### config.mk
export PLATFORM = sky130hd
export DESIGN_NAME = dc_coupled_subsample_cmd_ctrl
export DESIGN_NICKNAME = d
export VERILOG_FILES = /design/src/dc_coupled_subsample_cmd_ctrl.v
export VERILOG_INCLUDE_DIRS = /design/src /design/src/inc
export SDC_FILE = /design/constraint.sdc
export NUM_CORES = 2
export LEC_CHECK = 0
export BUFFER_PORTS_ARGS = -buffer_cell sky130_fd_sc_hd__buf_2
export CORE_MARGIN = 3
export CORE_UTILIZATION = 63
export DETAILED_ROUTE_END_ITERATION = 7
export PLACE_DENSITY = 0.84
export SYNTH_ARGS = -nofsm -noshare
export SYNTH_HDL_FRONTEND = slang
export SYNTH_SLANG_ARGS = --single-unit
### constraint.sdc
create_clock -name clk_i -period 7.4 [get_ports clk_i]
set_input_delay 1.48 -clock clk_i [delete_from_list [all_inputs] [get_ports clk_i]]
set_output_delay 1.48 -clock clk_i [all_outputs]
set_load 0.05 [all_outputs]
### src/inc/dc_coupled_subsample_cmd_map.vh
// register map, field positions and codes of the sub-sampling controller
`ifndef DC_COUPLED_SUBSAMPLE_CMD_MAP_VH
`define DC_COUPLED_SUBSAMPLE_CMD_MAP_VH
`define DC_COUPLED_SUBSAMPLE_CMD_A_CMD      8'h00
`define DC_COUPLED_SUBSAMPLE_CMD_A_PEAK     8'h04
`define DC_COUPLED_SUBSAMPLE_CMD_A_CFG      8'h08
`define DC_COUPLED_SUBSAMPLE_CMD_A_LEVEL    8'h0C
`define DC_COUPLED_SUBSAMPLE_CMD_A_INTV     8'h10
`define DC_COUPLED_SUBSAMPLE_CMD_A_COUNT    8'h14
`define DC_COUPLED_SUBSAMPLE_CMD_A_STAT     8'h18
`define DC_COUPLED_SUBSAMPLE_CMD_A_N1       8'h1C
`define DC_COUPLED_SUBSAMPLE_CMD_A_N2       8'h20
`define DC_COUPLED_SUBSAMPLE_CMD_A_N        8'h24
`define DC_COUPLED_SUBSAMPLE_CMD_A_MCNT     8'h28
`define DC_COUPLED_SUBSAMPLE_CMD_OP_LSB     0
`define DC_COUPLED_SUBSAMPLE_CMD_OP_MSB     2
`define DC_COUPLED_SUBSAMPLE_CMD_OP_ACSUB   3'h1
`define DC_COUPLED_SUBSAMPLE_CMD_OP_DCSUB   3'h2
`define DC_COUPLED_SUBSAMPLE_CMD_OP_FUNC    3'h3
`define DC_COUPLED_SUBSAMPLE_CMD_OP_RDGCNT  3'h4
`define DC_COUPLED_SUBSAMPLE_CMD_OP_FIFO    3'h5
`define DC_COUPLED_SUBSAMPLE_CMD_OP_ARM     3'h6
`define DC_COUPLED_SUBSAMPLE_CMD_OP_ERRCLR  3'h7
`define DC_COUPLED_SUBSAMPLE_CMD_CMD_PEAKGV 8
`define DC_COUPLED_SUBSAMPLE_CMD_CFG_MEMEN  0
`define DC_COUPLED_SUBSAMPLE_CMD_CFG_OENC_L 1
`define DC_COUPLED_SUBSAMPLE_CMD_CFG_OENC_H 2
`define DC_COUPLED_SUBSAMPLE_CMD_CFG_MENC_L 3
`define DC_COUPLED_SUBSAMPLE_CMD_CFG_MENC_H 4
`define DC_COUPLED_SUBSAMPLE_CMD_CFG_SYNCX  5
`define DC_COUPLED_SUBSAMPLE_CMD_CFG_HOLD   6
`define DC_COUPLED_SUBSAMPLE_CMD_CFG_SACM   7
`define DC_COUPLED_SUBSAMPLE_CMD_CFG_BW_L   8
`define DC_COUPLED_SUBSAMPLE_CMD_CFG_BW_H   9
`define DC_COUPLED_SUBSAMPLE_CMD_CFG_AZ     10
`define DC_COUPLED_SUBSAMPLE_CMD_CFG_AR     11
`define DC_COUPLED_SUBSAMPLE_CMD_ENC_SHORT  2'h0
`define DC_COUPLED_SUBSAMPLE_CMD_ENC_DINT   2'h1
`define DC_COUPLED_SUBSAMPLE_CMD_ENC_DOUBLE 2'h2
`define DC_COUPLED_SUBSAMPLE_CMD_PK_R0      32'h0000_000C
`define DC_COUPLED_SUBSAMPLE_CMD_PK_R1      32'h0000_0078
`define DC_COUPLED_SUBSAMPLE_CMD_PK_R2      32'h0000_04B0
`define DC_COUPLED_SUBSAMPLE_CMD_PK_R3      32'h0000_2EE0
`define DC_COUPLED_SUBSAMPLE_CMD_PK_R4      32'h0001_D4C0
`define DC_COUPLED_SUBSAMPLE_CMD_PK_R5      32'h000F_4240
`define DC_COUPLED_SUBSAMPLE_CMD_RNG_10V    3'h3
`define DC_COUPLED_SUBSAMPLE_CMD_LVL_MAX    32'h0000_01F4
`define DC_COUPLED_SUBSAMPLE_CMD_MIN_INT_NS 32'h0000_000A
`define DC_COUPLED_SUBSAMPLE_CMD_CLK_NS     32'h0000_0032
`endif

### src/dc_coupled_subsample_cmd_ctrl.v
// sub-sampled digitizer command interpreter with wishbone register access
// How it works
// - peak value picks one of six fixed ranges
// - no autorange while sub-sampling
// - resolution argument accepted and discarded
// - subsample command suspends autozero and autorange
// - level up to 500%, samples clip 120%
// - memory off forces output encoding short integer
// - function change restores previous output encoding
// - memory on leaves output encoding alone
// - arm checks fifo, empty, short integer memory
// - fifo mode select empties sample memory
// - trigger and per-sample events are ignored
// - memory writes reordered into time order
// - sweep sets spacing, reading count rejected
// - use enough input periods for spacing
// - spacing below ten nanoseconds is rejected
// - query gives n1, n2, then n
// - bursts start on external or level sync
// - hold stops random fallback; timeout from bandwidth
// - ac variant strips dc, dc keeps it
// - each sample held by track-and-hold strobe
`timescale 1ns/1ps
`default_nettype none
`include "dc_coupled_subsample_cmd_map.vh"
module dc_coupled_subsample_cmd_ctrl #(
  parameter DW          = 16,
  parameter MAW         = 16,
  parameter MIN_REAL_NS = 20000,
  parameter CLIP_MAX    = 29491,
  parameter TMO_BASE    = 40000
) (
  input  wire          clk_i,
  input  wire          rst_i,
  input  wire          wb_cyc_i,
  input  wire          wb_stb_i,
  input  wire          wb_we_i,
  input  wire [7:0]    wb_adr_i,
  input  wire [3:0]    wb_sel_i,
  input  wire [31:0]   wb_dat_i,
  output reg  [31:0]   wb_dat_o,
  output reg           wb_ack_o,
  input  wire          ext_sync_i,
  input  wire          level_cross_i,
  input  wire [DW-1:0] adc_data_i,
  output reg           hold_strobe_o,
  output reg           ac_coupled_o,
  output wire          autozero_o,
  output wire          autorange_o,
  output reg  [2:0]    range_o,
  output reg           random_fallback_o,
  output reg           mem_we_o,
  output reg  [MAW-1:0] mem_addr_o,
  output reg  [DW-1:0] mem_data_o,
  output reg           out_valid_o,
  output reg  [DW-1:0] out_data_o
);

  localparam S_IDLE  = 4'b0001;
  localparam S_CALC  = 4'b0010;
  localparam S_WSYNC = 4'b0100;
  localparam S_BURST = 4'b1000;

  reg  [3:0]  state_r;
  reg         active_r;
  reg         forced_r;
  reg  [1:0]  saved_enc_r;
  reg  [31:0] cfg_r;
  reg  [31:0] peak_r;
  reg  [31:0] level_r;
  reg  [31:0] intv_r;
  reg  [31:0] count_r;
  reg  [31:0] mcnt_r;
  reg         conflict_r;
  reg         reject_r;
  reg         done_r;
  reg  [31:0] nb_r;
  reg  [31:0] acc_r;
  reg  [31:0] tot_r;
  reg  [31:0] nper_r;
  reg  [31:0] n1_r;
  reg  [31:0] n2_r;
  reg         phase_r;
  reg  [31:0] bidx_r;
  reg  [31:0] sidx_r;
  reg  [31:0] tns_r;
  reg  [31:0] next_r;
  reg  [31:0] offs_r;
  reg  [31:0] addr_r;
  reg  [31:0] tmo_r;

  wire        wb_req = wb_cyc_i & wb_stb_i;
  wire        wr_go  = wb_req & wb_ack_o & wb_we_i;
  wire [2:0]  op     = wb_dat_i[`DC_COUPLED_SUBSAMPLE_CMD_OP_MSB:`DC_COUPLED_SUBSAMPLE_CMD_OP_LSB];
  wire        is_cmd = wr_go & (wb_adr_i == `DC_COUPLED_SUBSAMPLE_CMD_A_CMD);
  // sync is taken as a level; the far side gives one-cycle pulses
  wire        sync_ev = cfg_r[`DC_COUPLED_SUBSAMPLE_CMD_CFG_SYNCX] ? ext_sync_i : level_cross_i;
  wire [1:0]  bw     = cfg_r[`DC_COUPLED_SUBSAMPLE_CMD_CFG_BW_H:`DC_COUPLED_SUBSAMPLE_CMD_CFG_BW_L];
  // fallback timeout doubles with each bandwidth step
  wire [31:0] tmo_lim = TMO_BASE << bw;
  wire [31:0] cnt_this = (bidx_r < n1_r) ? nper_r : nper_r - 32'h0000_0001;
  wire        mem_en = cfg_r[`DC_COUPLED_SUBSAMPLE_CMD_CFG_MEMEN];
  wire        fifo_md;
  reg         fifo_r;
  reg  [2:0]  rng_nxt;
  reg  [DW-1:0] clip_nxt;

  // status word; busy means any state but idle
  wire [31:0] stat_w = {21'h0_0000,
                        fifo_r,
                        done_r,
                        ~state_r[0],
                        reject_r,
                        conflict_r,
                        forced_r,
                        range_o,
                        ac_coupled_o,
                        active_r};

  assign fifo_md = fifo_r;

  // autozero and autorange forced off while sub-sampling
  assign autozero_o  = cfg_r[`DC_COUPLED_SUBSAMPLE_CMD_CFG_AZ] & ~active_r;
  assign autorange_o = cfg_r[`DC_COUPLED_SUBSAMPLE_CMD_CFG_AR] & ~active_r;

  always @* begin
    if (peak_r <= `DC_COUPLED_SUBSAMPLE_CMD_PK_R0)
      rng_nxt = 3'h0;
    else if (peak_r <= `DC_COUPLED_SUBSAMPLE_CMD_PK_R1)
      rng_nxt = 3'h1;
    else if (peak_r <= `DC_COUPLED_SUBSAMPLE_CMD_PK_R2)
      rng_nxt = 3'h2;
    else if (peak_r <= `DC_COUPLED_SUBSAMPLE_CMD_PK_R3)
      rng_nxt = 3'h3;
    else if (peak_r <= `DC_COUPLED_SUBSAMPLE_CMD_PK_R4)
      rng_nxt = 3'h4;
    else
      rng_nxt = 3'h5;
  end

  // short integer code only spans 120% of range, so larger samples saturate
  always @* begin
    if ($signed(adc_data_i) > $signed(CLIP_MAX[DW-1:0]))
      clip_nxt = CLIP_MAX[DW-1:0];
    else if ($signed(adc_data_i) < -$signed(CLIP_MAX[DW-1:0]))
      clip_nxt = -CLIP_MAX[DW-1:0];
    else
      clip_nxt = adc_data_i;
  end

  // wishbone: ack one cycle after the request, dropped the cycle after
  always @(posedge clk_i) begin
    if (rst_i) begin
      wb_ack_o <= 1'b0;
      wb_dat_o <= 32'h0000_0000;
    end else begin
      wb_ack_o <= wb_req & ~wb_ack_o;
      case (wb_adr_i)
        `DC_COUPLED_SUBSAMPLE_CMD_A_PEAK:  wb_dat_o <= peak_r;
        `DC_COUPLED_SUBSAMPLE_CMD_A_CFG:   wb_dat_o <= cfg_r;
        `DC_COUPLED_SUBSAMPLE_CMD_A_LEVEL: wb_dat_o <= level_r;
        `DC_COUPLED_SUBSAMPLE_CMD_A_INTV:  wb_dat_o <= intv_r;
        `DC_COUPLED_SUBSAMPLE_CMD_A_COUNT: wb_dat_o <= count_r;
        `DC_COUPLED_SUBSAMPLE_CMD_A_STAT:  wb_dat_o <= stat_w;
        `DC_COUPLED_SUBSAMPLE_CMD_A_N1:    wb_dat_o <= n1_r;
        `DC_COUPLED_SUBSAMPLE_CMD_A_N2:    wb_dat_o <= n2_r;
        `DC_COUPLED_SUBSAMPLE_CMD_A_N:     wb_dat_o <= nper_r;
        `DC_COUPLED_SUBSAMPLE_CMD_A_MCNT:  wb_dat_o <= mcnt_r;
        default:       wb_dat_o <= 32'h0000_0000;
      endcase
    end
  end

  // configuration and command execution
  always @(posedge clk_i) begin
    if (rst_i) begin
      cfg_r        <= 32'h0000_0000;
      peak_r       <= `DC_COUPLED_SUBSAMPLE_CMD_PK_R3;
      level_r      <= 32'h0000_0000;
      intv_r       <= `DC_COUPLED_SUBSAMPLE_CMD_MIN_INT_NS;
      count_r      <= 32'h0000_0001;
      active_r     <= 1'b0;
      forced_r     <= 1'b0;
      saved_enc_r  <= `DC_COUPLED_SUBSAMPLE_CMD_ENC_SHORT;
      ac_coupled_o <= 1'b0;
      range_o      <= `DC_COUPLED_SUBSAMPLE_CMD_RNG_10V;
      fifo_r       <= 1'b0;
      reject_r     <= 1'b0;
    end else begin
      if (wr_go && wb_adr_i == `DC_COUPLED_SUBSAMPLE_CMD_A_CFG)
        cfg_r <= {20'h0_0000, wb_dat_i[11:0]};
      if (wr_go && wb_adr_i == `DC_COUPLED_SUBSAMPLE_CMD_A_PEAK)
        peak_r <= wb_dat_i;
      if (wr_go && wb_adr_i == `DC_COUPLED_SUBSAMPLE_CMD_A_LEVEL) begin
        if (wb_dat_i <= `DC_COUPLED_SUBSAMPLE_CMD_LVL_MAX)
          level_r <= wb_dat_i;
        else
          reject_r <= 1'b1;
      end
      if (wr_go && wb_adr_i == `DC_COUPLED_SUBSAMPLE_CMD_A_INTV) begin
        if (wb_dat_i >= `DC_COUPLED_SUBSAMPLE_CMD_MIN_INT_NS)
          intv_r <= wb_dat_i;
        else
          reject_r <= 1'b1;
      end
      if (wr_go && wb_adr_i == `DC_COUPLED_SUBSAMPLE_CMD_A_COUNT && wb_dat_i != 32'h0000_0000)
        count_r <= wb_dat_i;
      // a command in the same cycle as a cfg write wins the encoding bits
      if (is_cmd) begin
        case (op)
          `DC_COUPLED_SUBSAMPLE_CMD_OP_ACSUB, `DC_COUPLED_SUBSAMPLE_CMD_OP_DCSUB: begin
            // bits 31:16 carry the resolution argument, never read
            active_r     <= 1'b1;
            ac_coupled_o <= (op == `DC_COUPLED_SUBSAMPLE_CMD_OP_ACSUB);
            if (wb_dat_i[`DC_COUPLED_SUBSAMPLE_CMD_CMD_PEAKGV])
              range_o <= rng_nxt;
            else
              range_o <= `DC_COUPLED_SUBSAMPLE_CMD_RNG_10V;
            if (!mem_en && !forced_r) begin
              forced_r    <= 1'b1;
              saved_enc_r <= cfg_r[`DC_COUPLED_SUBSAMPLE_CMD_CFG_OENC_H:`DC_COUPLED_SUBSAMPLE_CMD_CFG_OENC_L];
              cfg_r[`DC_COUPLED_SUBSAMPLE_CMD_CFG_OENC_H:`DC_COUPLED_SUBSAMPLE_CMD_CFG_OENC_L] <= `DC_COUPLED_SUBSAMPLE_CMD_ENC_SHORT;
            end
          end
          `DC_COUPLED_SUBSAMPLE_CMD_OP_FUNC: begin
            active_r <= 1'b0;
            forced_r <= 1'b0;
            if (forced_r)
              cfg_r[`DC_COUPLED_SUBSAMPLE_CMD_CFG_OENC_H:`DC_COUPLED_SUBSAMPLE_CMD_CFG_OENC_L] <= saved_enc_r;
          end
          `DC_COUPLED_SUBSAMPLE_CMD_OP_RDGCNT: begin
            if (active_r)
              reject_r <= 1'b1;
          end
          `DC_COUPLED_SUBSAMPLE_CMD_OP_FIFO: fifo_r <= 1'b1;
          `DC_COUPLED_SUBSAMPLE_CMD_OP_ERRCLR: reject_r <= 1'b0;
          default: ;
        endcase
      end
    end
  end

  // acquisition sequencer; trigger and per-sample events have no input here
  always @(posedge clk_i) begin
    if (rst_i) begin
      state_r           <= S_IDLE;
      conflict_r        <= 1'b0;
      done_r            <= 1'b0;
      mcnt_r            <= 32'h0000_0000;
      nb_r              <= 32'h0000_0001;
      acc_r             <= 32'h0000_0000;
      tot_r             <= 32'h0000_0000;
      nper_r            <= 32'h0000_0000;
      n1_r              <= 32'h0000_0000;
      n2_r              <= 32'h0000_0000;
      phase_r           <= 1'b0;
      bidx_r            <= 32'h0000_0000;
      sidx_r            <= 32'h0000_0000;
      tns_r             <= 32'h0000_0000;
      next_r            <= 32'h0000_0000;
      offs_r            <= 32'h0000_0000;
      addr_r            <= 32'h0000_0000;
      tmo_r             <= 32'h0000_0000;
      random_fallback_o <= 1'b0;
      hold_strobe_o     <= 1'b0;
      mem_we_o          <= 1'b0;
      mem_addr_o        <= {MAW{1'b0}};
      mem_data_o        <= {DW{1'b0}};
      out_valid_o       <= 1'b0;
      out_data_o        <= {DW{1'b0}};
    end else begin
      hold_strobe_o <= 1'b0;
      mem_we_o      <= 1'b0;
      out_valid_o   <= 1'b0;
      if (is_cmd && op == `DC_COUPLED_SUBSAMPLE_CMD_OP_FIFO)
        mcnt_r <= 32'h0000_0000;
      if (is_cmd && op == `DC_COUPLED_SUBSAMPLE_CMD_OP_ERRCLR)
        conflict_r <= 1'b0;
      case (state_r)
        S_IDLE: begin
          // arm outside sub-sampling is ignored rather than flagged
          if (is_cmd && op == `DC_COUPLED_SUBSAMPLE_CMD_OP_ARM && active_r) begin
            if (mem_en && (!fifo_md || mcnt_r != 32'h0000_0000 ||
                cfg_r[`DC_COUPLED_SUBSAMPLE_CMD_CFG_MENC_H:`DC_COUPLED_SUBSAMPLE_CMD_CFG_MENC_L] != `DC_COUPLED_SUBSAMPLE_CMD_ENC_SHORT)) begin
              conflict_r <= 1'b1;
            end else begin
              done_r  <= 1'b0;
              nb_r    <= 32'h0000_0001;
              acc_r   <= intv_r;
              tot_r   <= 32'h0000_0000;
              nper_r  <= 32'h0000_0000;
              phase_r <= 1'b0;
              state_r <= S_CALC;
            end
          end
        end
        S_CALC: begin
          if (!phase_r) begin
            // more bursts until the real spacing nb*interval is reachable
            if (acc_r < MIN_REAL_NS) begin
              acc_r <= acc_r + intv_r;
              nb_r  <= nb_r + 32'h0000_0001;
            end else begin
              phase_r <= 1'b1;
            end
          end else if (tot_r < count_r) begin
            // n grows until n samples in each of nb bursts cover the count
            tot_r  <= tot_r + nb_r;
            nper_r <= nper_r + 32'h0000_0001;
          end else begin
            n1_r    <= count_r - (tot_r - nb_r);
            n2_r    <= tot_r - count_r;
            bidx_r  <= 32'h0000_0000;
            offs_r  <= 32'h0000_0000;
            tmo_r   <= 32'h0000_0000;
            state_r <= S_WSYNC;
          end
        end
        // a missing sync never ends the wait; hold only keeps the fallback flag low
        S_WSYNC: begin
          tmo_r <= tmo_r + 32'h0000_0001;
          if (sync_ev) begin
            tmo_r   <= 32'h0000_0000;
            tns_r   <= 32'h0000_0000;
            next_r  <= offs_r;
            sidx_r  <= 32'h0000_0000;
            addr_r  <= bidx_r;
            state_r <= S_BURST;
          end else if (cfg_r[`DC_COUPLED_SUBSAMPLE_CMD_CFG_SACM] && !cfg_r[`DC_COUPLED_SUBSAMPLE_CMD_CFG_HOLD] && tmo_r >= tmo_lim) begin
            random_fallback_o <= 1'b1;
          end
        end
        // burst i starts i intervals after its sync, so memory order is time order
        S_BURST: begin
          tns_r <= tns_r + `DC_COUPLED_SUBSAMPLE_CMD_CLK_NS;
          if (tns_r >= next_r) begin
            hold_strobe_o <= 1'b1;
            next_r <= next_r + acc_r;
            addr_r <= addr_r + nb_r;
            sidx_r <= sidx_r + 32'h0000_0001;
            if (mem_en) begin
              mem_we_o   <= 1'b1;
              mem_addr_o <= addr_r[MAW-1:0];
              mem_data_o <= clip_nxt;
              mcnt_r     <= mcnt_r + 32'h0000_0001;
            end else begin
              out_valid_o <= 1'b1;
              out_data_o  <= clip_nxt;
            end
            if (sidx_r + 32'h0000_0001 >= cnt_this) begin
              bidx_r <= bidx_r + 32'h0000_0001;
              offs_r <= offs_r + intv_r;
              if (bidx_r + 32'h0000_0001 >= nb_r) begin
                done_r            <= 1'b1;
                random_fallback_o <= 1'b0;
                state_r           <= S_IDLE;
              end else begin
                state_r <= S_WSYNC;
              end
            end
          end
        end
        default: state_r <= S_IDLE;
      endcase
    end
  end

endmodule
`default_nettype wire

== After elaboration in Yosys (flattened, before gate mapping) ==
Cells that the tools add are included.

* Flip-flop bits (word level): 690

* $add $sub $neg: 16
* $lt $le $gt $ge: 16
* Equal/unequal tests: 35
* Shift operators: 1
* Mux-type cells: 99
* Bitwise operators: 14
* Reductions and logical operators: 53

{| class="wikitable"
|+ Operator list
! kind !! number
|-
| $mux W32 || 32
|-
| $pmux W32 S2 || 11
|-
| $pmux W32 S10 || 1
|-
| $add A32 B1 Y32 const B || 6
|-
| $add A32 B32 Y32 || 5
|-
| $ge A32 B32 Y1 || 4
|-
| $sub A32 B32 Y32 || 3
|-
| $lt A32 B32 Y1 || 2
|-
| $reduce_bool A32 Y1 || 2
|-
| $add A32 B6 Y32 const B || 1
|-
| $eq A8 B5 Y1 const B || 4
|-
| $ge A32 B4 Y1 const B || 1
|-
| $le A32 B11 Y1 const B || 1
|-
| $le A32 B14 Y1 const B || 1
|-
| $le A32 B17 Y1 const B || 1
|-
| $le A32 B4 Y1 const B || 1
|-
| $le A32 B7 Y1 const B || 1
|-
| $le A32 B9 Y1 const B || 1
|-
| $lt A32 B15 Y1 const B || 1
|-
| $mux W16 || 2
|-
| $shl A16 B2 Y32 const A || 1
|-
| $sub A32 B1 Y32 const B || 1
|-
| $mux W1 || 28
|-
| $mux W4 || 7
|-
| 32 further kinds || 116
|}

== Logic depth before layout (Yosys ltp) ==
* Depth in word-level cells: 10
* Depth in mapped cells: 26

== Worst setup path after synthesis ==
Ideal clock, no wire load.

* Path kind: reg2reg
* Start point: register nper_r[7]
* End point: register bidx_r[10]
* Setup time: 0.070 ns
* Arrival time: 5.241 ns
* Slack: 2.088 ns
* Stages on the path, launching flop included: 26
* Buffers on the path: 3
* Path through: dfxtp_1 > buf_6 > or3_4 > nor3_4 > nand2b_2 > or4_4 > or3_4 > nor3_4 > and3_1 > nand2_1 > o22ai_2 > nand2_1 > xor2_1 > ha_1 > a21oi_1 > nor2_1 > a2111oi_0 > nor3_1 > a2111oi_0 > o21ai_0 > a21oi_1 > a21o_1 > buf_2 > clkbuf_1 > nand2_1 > a21oi_1

* Word-level cells in the longest chain between the ends: 5

{| class="wikitable"
|+ RTL lines
! what !! line !! RTL
|-
| from (decl) || dc_coupled_subsample_cmd_ctrl.v:80 || <nowiki>reg [31:0] nper_r;</nowiki>
|-
| from (signal assigned) || dc_coupled_subsample_cmd_ctrl.v:309 || <nowiki>nper_r <= nper_r + 32'h0000_0001;</nowiki>
|-
| $sub A32 B1 Y32 || dc_coupled_subsample_cmd_ctrl.v:101 || <nowiki>wire [31:0] cnt_this = (bidx_r < n1_r) ? nper_r : nper_r - 32'h0000_0001;</nowiki>
|-
| $mux W32 * || dc_coupled_subsample_cmd_ctrl.v:101 ||
|-
| $ge A32 B32 Y1 * || dc_coupled_subsample_cmd_ctrl.v:350 || <nowiki>if (sidx_r + 32'h0000_0001 >= cnt_this) begin</nowiki>
|-
| $ne A2 B2 Y1 (no source line) * || - ||
|-
| $reduce_and A5 Y1 (no source line) * || - ||
|-
| to (signal assigned) || dc_coupled_subsample_cmd_ctrl.v:351 || <nowiki>bidx_r <= bidx_r + 32'h0000_0001;</nowiki>
|-
| to (decl) || dc_coupled_subsample_cmd_ctrl.v:84 || <nowiki>reg [31:0] bidx_r;</nowiki>
|}

Mark *: on every way between the ends. The rest lies on a longest branch, timed or not.
A chain may end at the register's enable or synchronous reset.

== Final worst setup path ==
* Start point: register nper_r[7]
* End point: register offs_r[4]

* Word-level cells in the longest chain between the ends: 5

{| class="wikitable"
|+ RTL lines
! what !! line !! RTL
|-
| $sub A32 B1 Y32 || dc_coupled_subsample_cmd_ctrl.v:101 ||
|-
| $mux W32 * || dc_coupled_subsample_cmd_ctrl.v:101 ||
|-
| $ge A32 B32 Y1 * || dc_coupled_subsample_cmd_ctrl.v:350 ||
|-
| $ne A2 B2 Y1 (no source line) * || - ||
|-
| $reduce_and A5 Y1 (no source line) * || - ||
|-
| to (signal assigned) || dc_coupled_subsample_cmd_ctrl.v:352 || <nowiki>offs_r <= offs_r + intv_r;</nowiki>
|-
| to (decl) || dc_coupled_subsample_cmd_ctrl.v:88 || <nowiki>reg [31:0] offs_r;</nowiki>
|}

Marked as above.

==> results.rst <==
.. list-table::
   :header-rows: 1

   * - Metric
     - Value
   * - Outcome
     - finished with violations
   * - Violations in the final reports
     - design-rule violations
   * - Top cell by count, worst path
     - sky130_fd_sc_hd__a21oi_1
   * - Worst-Margin Slew
     - ~1.3 ns
   * - CP max-delay cell
     - sky130_fd_sc_hd__or3_4
   * - Crit path DAT
     - approximately 6.3 ns
   * - Highest achievable clock rate
     - 171 MHz
   * - Leftover overflow at the end of global routing
     - 0
   * - Clock buffers created by TritonCTS
     - 75
   * - Post-detailed-routing wire length
     - between 100000 and 150000 um
   * - Core Region
     - a little under 70000 sq um
   * - Final setup vio count
     - 0
   * - Worst max-slew margin expressed relative to the limit
     - 0.143
   * - Worst reg2reg path endpoint
     - offs_r[4]
   * - Hold violation count in the final report
     - 0
   * - Reg-to-reg slack, setup
     - 1.54 ns
   * - Leakage power
     - approximately 19 nW
   * - Via count of the first global-routing pass
     - approximately 38000
   * - Worst reg2reg path depth
     - 24
   * - Class of the tightest hold or removal check
     - reg2reg
   * - M1 WL
     - about 55000 um
   * - Critical path's largest stage delay
     - ~0.43 ns
   * - Unrepaired setup endpoints after global routing
     - no
   * - Clock-pin transition on the worst setup and hold timing paths
     - roughly 0.060 ns
   * - Sequential cell area fraction in the yosys report
     - 0.313
   * - Cell Chain, Critical Path
     - or3_4 > nor3_4 > nand2b_2 > or4_4 > or3_4 > nor3_4 > and3_1 > nand2_1 > o22ai_2 > nand2_1 > xor2_1 > ha_1 > a21oi_1 > nor2_1 > a2111oi_0 > nor3_1 > a2111oi_0 > o21ai_0 > a21oi_1 > buf_4 > a21o_2 > buf_12 > or4_1 > a21oi_1
   * - Cell area power density
     - about 160 nW/um^2
   * - Post-detailed-route wirelength per cell
     - between 20 and 25 um
   * - Worst min-delay path endpoint
     - wb_ack_o
   * - I/O pins
     - between 150 and 200
   * - Maximum number of pins on one net before global-route repair
     - 97
   * - P&R area growth vs syn
     - 8.85%
   * - Fraction of synthesized area in multiplexers
     - 0.00868
   * - Number of hold-repair buffers added at the cts stage
     - 0
   * - Count of flip-flops with a built-in enable after synthesis
     - 0
   * - XOR/XNOR Fraction of Synth Area
     - 0.0683
   * - Number of clock sinks seen by CTS
     - 673
   * - Worst setup SP type
     - register
   * - Number of stages on the worst hold path
     - 1
   * - Via count
     - 41991
   * - Max Cap Violations
     - 0
   * - Worst hold slack across all endpoints
     - approximately 0.44 ns
   * - Clk_lat worst skew
     - roughly 0.64 ns
   * - Die span in x
     - approximately 270 um
   * - Port Buffer Count
     - around 150
   * - Die outline height
     - between 200 and 300 um
   * - Fraction of registers with async set or reset after synthesis
     - 0
   * - Worst path required time
     - between 7 and 8 ns
   * - TritonCTS clock tree
     - built
   * - Most instantiated flip-flop cell in the synthesis netlist
     - sky130_fd_sc_hd__dfxtp_1
   * - Max-slew violations
     - 0
   * - Total Die Area
     - around 72000 sq um
   * - Final min period
     - a little under 6 ns
   * - Post-Synthesis Cells
     - around 5500
   * - First-pass GRT wire length
     - ~210000 um
   * - Number of nets still failing antenna checks after routing
     - 0
   * - Average footprint of a synthesized cell
     - just under 8 sq um
   * - Number of nets in the layout
     - 5957
   * - Final period utilization
     - 0.792
   * - HPWL after detailed placement
     - roughly 99000 um
   * - DRC violations left
     - 5
   * - Met2 layer wire length in the routed design
     - a little under 60000 um
   * - Depth of the CTS H-tree
     - 3
   * - Simple-gate area share of the yosys netlist
     - 0.216
   * - Via density
     - approximately 6.5
   * - R2R Path Start
     - nper_r[7]
   * - Start point of the critical path
     - nper_r[7]
   * - Combinational family with the most area after synthesis
     - compound AO/OA/AOI/OAI gates
   * - Gr usage total
     - 0.367
   * - Top routing layer in use
     - met5
   * - Synthesis Warnings
     - 0
   * - VDD IR max
     - between 0.15 and 0.2 mV
   * - Placer congestion estimate
     - between 0.9 and 1
   * - DR iter-0 viols
     - between 5000 and 6000
   * - Post-synthesis compound-gate area fraction
     - 0.225
   * - Num rows
     - 95
   * - Count of filler cells inserted in the layout
     - about 5500
   * - Synth Area in Adders
     - 0.121
   * - Post-Route Utilization
     - 0.695
   * - Critical Path Sink Type
     - register
   * - Number of nets in the synthesized netlist
     - around 6000
   * - Number of distinct library cell variants in the gate-level netlist after synthesis
     - a little under 100
   * - Maximum number of buffers from clock root to sink
     - 3
   * - Number of post-CTS setup repair buffers
     - 0
   * - Startpoint of the worst hold path
     - wb_ack_o
   * - Kind of critical path
     - reg2reg
   * - Fin Clk Skew
     - around 0.022 ns
   * - Router iterations before antenna repair
     - 8
   * - Met3 wirelength from detailed routing
     - around 15000 um
   * - Setup TNS Final
     - 0 ns
   * - Resized Gates After CTS
     - 0
   * - Share of post-route cells with drive strength above 1
     - 0.0733
   * - Cell area after technology mapping
     - ~43000 sq um
   * - Post-synthesis sequential element count
     - roughly 670
   * - Max Fanout on Critical Path
     - 57
   * - Number of antenna violations at the first check in global routing
     - 2
   * - Root Buffer Master
     - sky130_fd_sc_hd__clkbuf_16
   * - Starting density of the core
     - 0.638
==> per-stage QoR <==
stage | instances | setup slack [ns] | instance area, sq um | total power, mW
after floorplan | 5495 | 2.09 | 43100 | 3.81
after global placement | 6292 | 1.73 | 44400 | 3.89
after detailed placement | 6292 | 1.68 | 44400 | 3.89
after CTS | 6423 | 1.63 | 46900 | 7.68
after global routing | 6424 | 1.25 | 46900 | 7.84
final | 6425 | 1.54 | 46900 | 7.68
==> where the power goes <==
group | internal [mW] | total, mW | switching (mW)
sequential | 3.63 | 3.63 | 0.00563
clock | 2.25 | 3.86 | 1.61
combinational | 0.0423 | 0.185 | 0.143
==> cells in the final DEF, fill, tap and decap left out, types with 57 or more instances in the layout <==
| master | instances |
|---|---|
| sky130_fd_sc_hd__a211oi_1 | 96 |
| sky130_fd_sc_hd__a21o_1 | 142 |
| sky130_fd_sc_hd__a21oi_1 | 546 |
| sky130_fd_sc_hd__a31oi_1 | 75 |
| sky130_fd_sc_hd__and3_1 | 72 |
| sky130_fd_sc_hd__buf_2 | 152 |
| sky130_fd_sc_hd__clkbuf_16 | 76 |
| sky130_fd_sc_hd__dfxtp_1 | 673 |
| sky130_fd_sc_hd__ha_1 | 357 |
| sky130_fd_sc_hd__inv_1 | 278 |
| sky130_fd_sc_hd__nand2_1 | 636 |
| sky130_fd_sc_hd__nand3_1 | 213 |
| sky130_fd_sc_hd__nand4_1 | 57 |
| sky130_fd_sc_hd__nor2_1 | 553 |
| sky130_fd_sc_hd__nor3_1 | 119 |
| sky130_fd_sc_hd__o21ai_0 | 204 |
| sky130_fd_sc_hd__xnor2_1 | 199 |
| sky130_fd_sc_hd__xor2_1 | 137 |
==> cells in the mapped netlist, types with 11 or more instances <==
cell,count,share of area
sky130_fd_sc_hd__dfxtp_1,673,0.31
sky130_fd_sc_hd__nand2_1,638,0.056
sky130_fd_sc_hd__nor2_1,566,0.049
sky130_fd_sc_hd__a21oi_1,547,0.064
sky130_fd_sc_hd__ha_1,357,0.10
sky130_fd_sc_hd__inv_1,278,0.024
sky130_fd_sc_hd__clkbuf_1,255,0.022
sky130_fd_sc_hd__nand3_1,214,0.025
sky130_fd_sc_hd__o21ai_0,204,0.024
sky130_fd_sc_hd__xnor2_1,199,0.040
sky130_fd_sc_hd__a21o_1,144,0.025
sky130_fd_sc_hd__xor2_1,137,0.028
sky130_fd_sc_hd__nor3_1,121,0.014
sky130_fd_sc_hd__a211oi_1,96,0.017
sky130_fd_sc_hd__a31oi_1,75,0.011
sky130_fd_sc_hd__and3_1,72,0.010
sky130_fd_sc_hd__nand4_1,57,0.0083
sky130_fd_sc_hd__a22o_1,56,0.011
sky130_fd_sc_hd__nor4_1,53,0.0077
sky130_fd_sc_hd__nand2b_1,52,0.0075
sky130_fd_sc_hd__a311oi_1,51,0.010
sky130_fd_sc_hd__a221oi_1,48,0.0098
sky130_fd_sc_hd__o211ai_1,47,0.0082
sky130_fd_sc_hd__nor2b_1,44,0.0064
sky130_fd_sc_hd__o21a_1,43,0.0075
sky130_fd_sc_hd__and2_1,41,0.0060
sky130_fd_sc_hd__fa_1,37,0.017
sky130_fd_sc_hd__or3_1,36,0.0052
sky130_fd_sc_hd__mux2i_1,34,0.0079
sky130_fd_sc_hd__a222oi_1,31,0.0072
sky130_fd_sc_hd__a22oi_1,24,0.0042
sky130_fd_sc_hd__o21bai_1,23,0.0040
sky130_fd_sc_hd__or2_2,21,0.0030
sky130_fd_sc_hd__nand3b_1,18,0.0031
sky130_fd_sc_hd__o31ai_1,17,0.0030
sky130_fd_sc_hd__and4_1,13,0.0026
sky130_fd_sc_hd__buf_1,11,0.00096
sky130_fd_sc_hd__or4_1,11,0.0019
==> sequential cells by signal (all words and copies together), names as in the netlist, 16 cells and up <==
register,cells
n2_r,32
acc_r,32
offs_r,32
tmo_r,32
mcnt_r,32
peak_r,32
out_data_o,16
n1_r,32
sidx_r,32
bidx_r,32
nper_r,32
next_r,32
wb_dat_o,32
addr_r,16
tns_r,31
level_r,32
tot_r,32
mem_addr_o,16
intv_r,32
mem_data_o,16
count_r,32
nb_r,32
==> layout make-up <==
| type | instances | area, sq um | area share |
|---|---|---|---|
| multi-input combinational | 4266 | 27600 | 0.589 |
| sequential | 673 | 13500 | 0.287 |
| clock buffer | 103 | 2180 | 0.0465 |
| timing repair buffer | 201 | 1150 | 0.0245 |
| tap | 873 | 1090 | 0.0233 |
| inverter | 279 | 1050 | 0.0223 |
| clock inverter | 28 | 328 | 0.00699 |
| antenna | 2 | 5.00 | 0.000107 |
==> metal layers <==
metal,up-vias,GRT usage
met5,-,0
met4,2,0.198
met3,531,0.0755
met2,2234,0.557
met1,19586,0.491
li1,19638,-
==> critical path: cells and delay by family (launching register included) <==
family / cells / cell delay, ns
adder cells (fa/ha/maj): 1 / 0.29
AO/OA/AOI/OAI: 8 / 1.81
buffers and inverters: 2 / 0.57
flip-flops: 1 / 0.40
AND/OR/NAND/NOR: 12 / 2.41
XOR/XNOR: 1 / 0.16
==> worst max-delay path by stage <==
stage                       to  cells past startpoint
floorplan           bidx_r[10]                     25
global placement     offs_r[4]                     24
detailed placement  offs_r[13]                     24
CTS                  offs_r[4]                     24
global route        bidx_r[11]                     23
finish               offs_r[4]                     24
==> cell families after synthesis <==
family,count (synthesis)
multiplexers,37
AND/OR/NAND/NOR,2001
flip-flops,673
XOR/XNOR,336
adder cells (fa/ha/maj),394
AO/OA/AOI/OAI,1498
buffers and inverters,556
No activity file was read; power rests on OpenSTA's default activity.
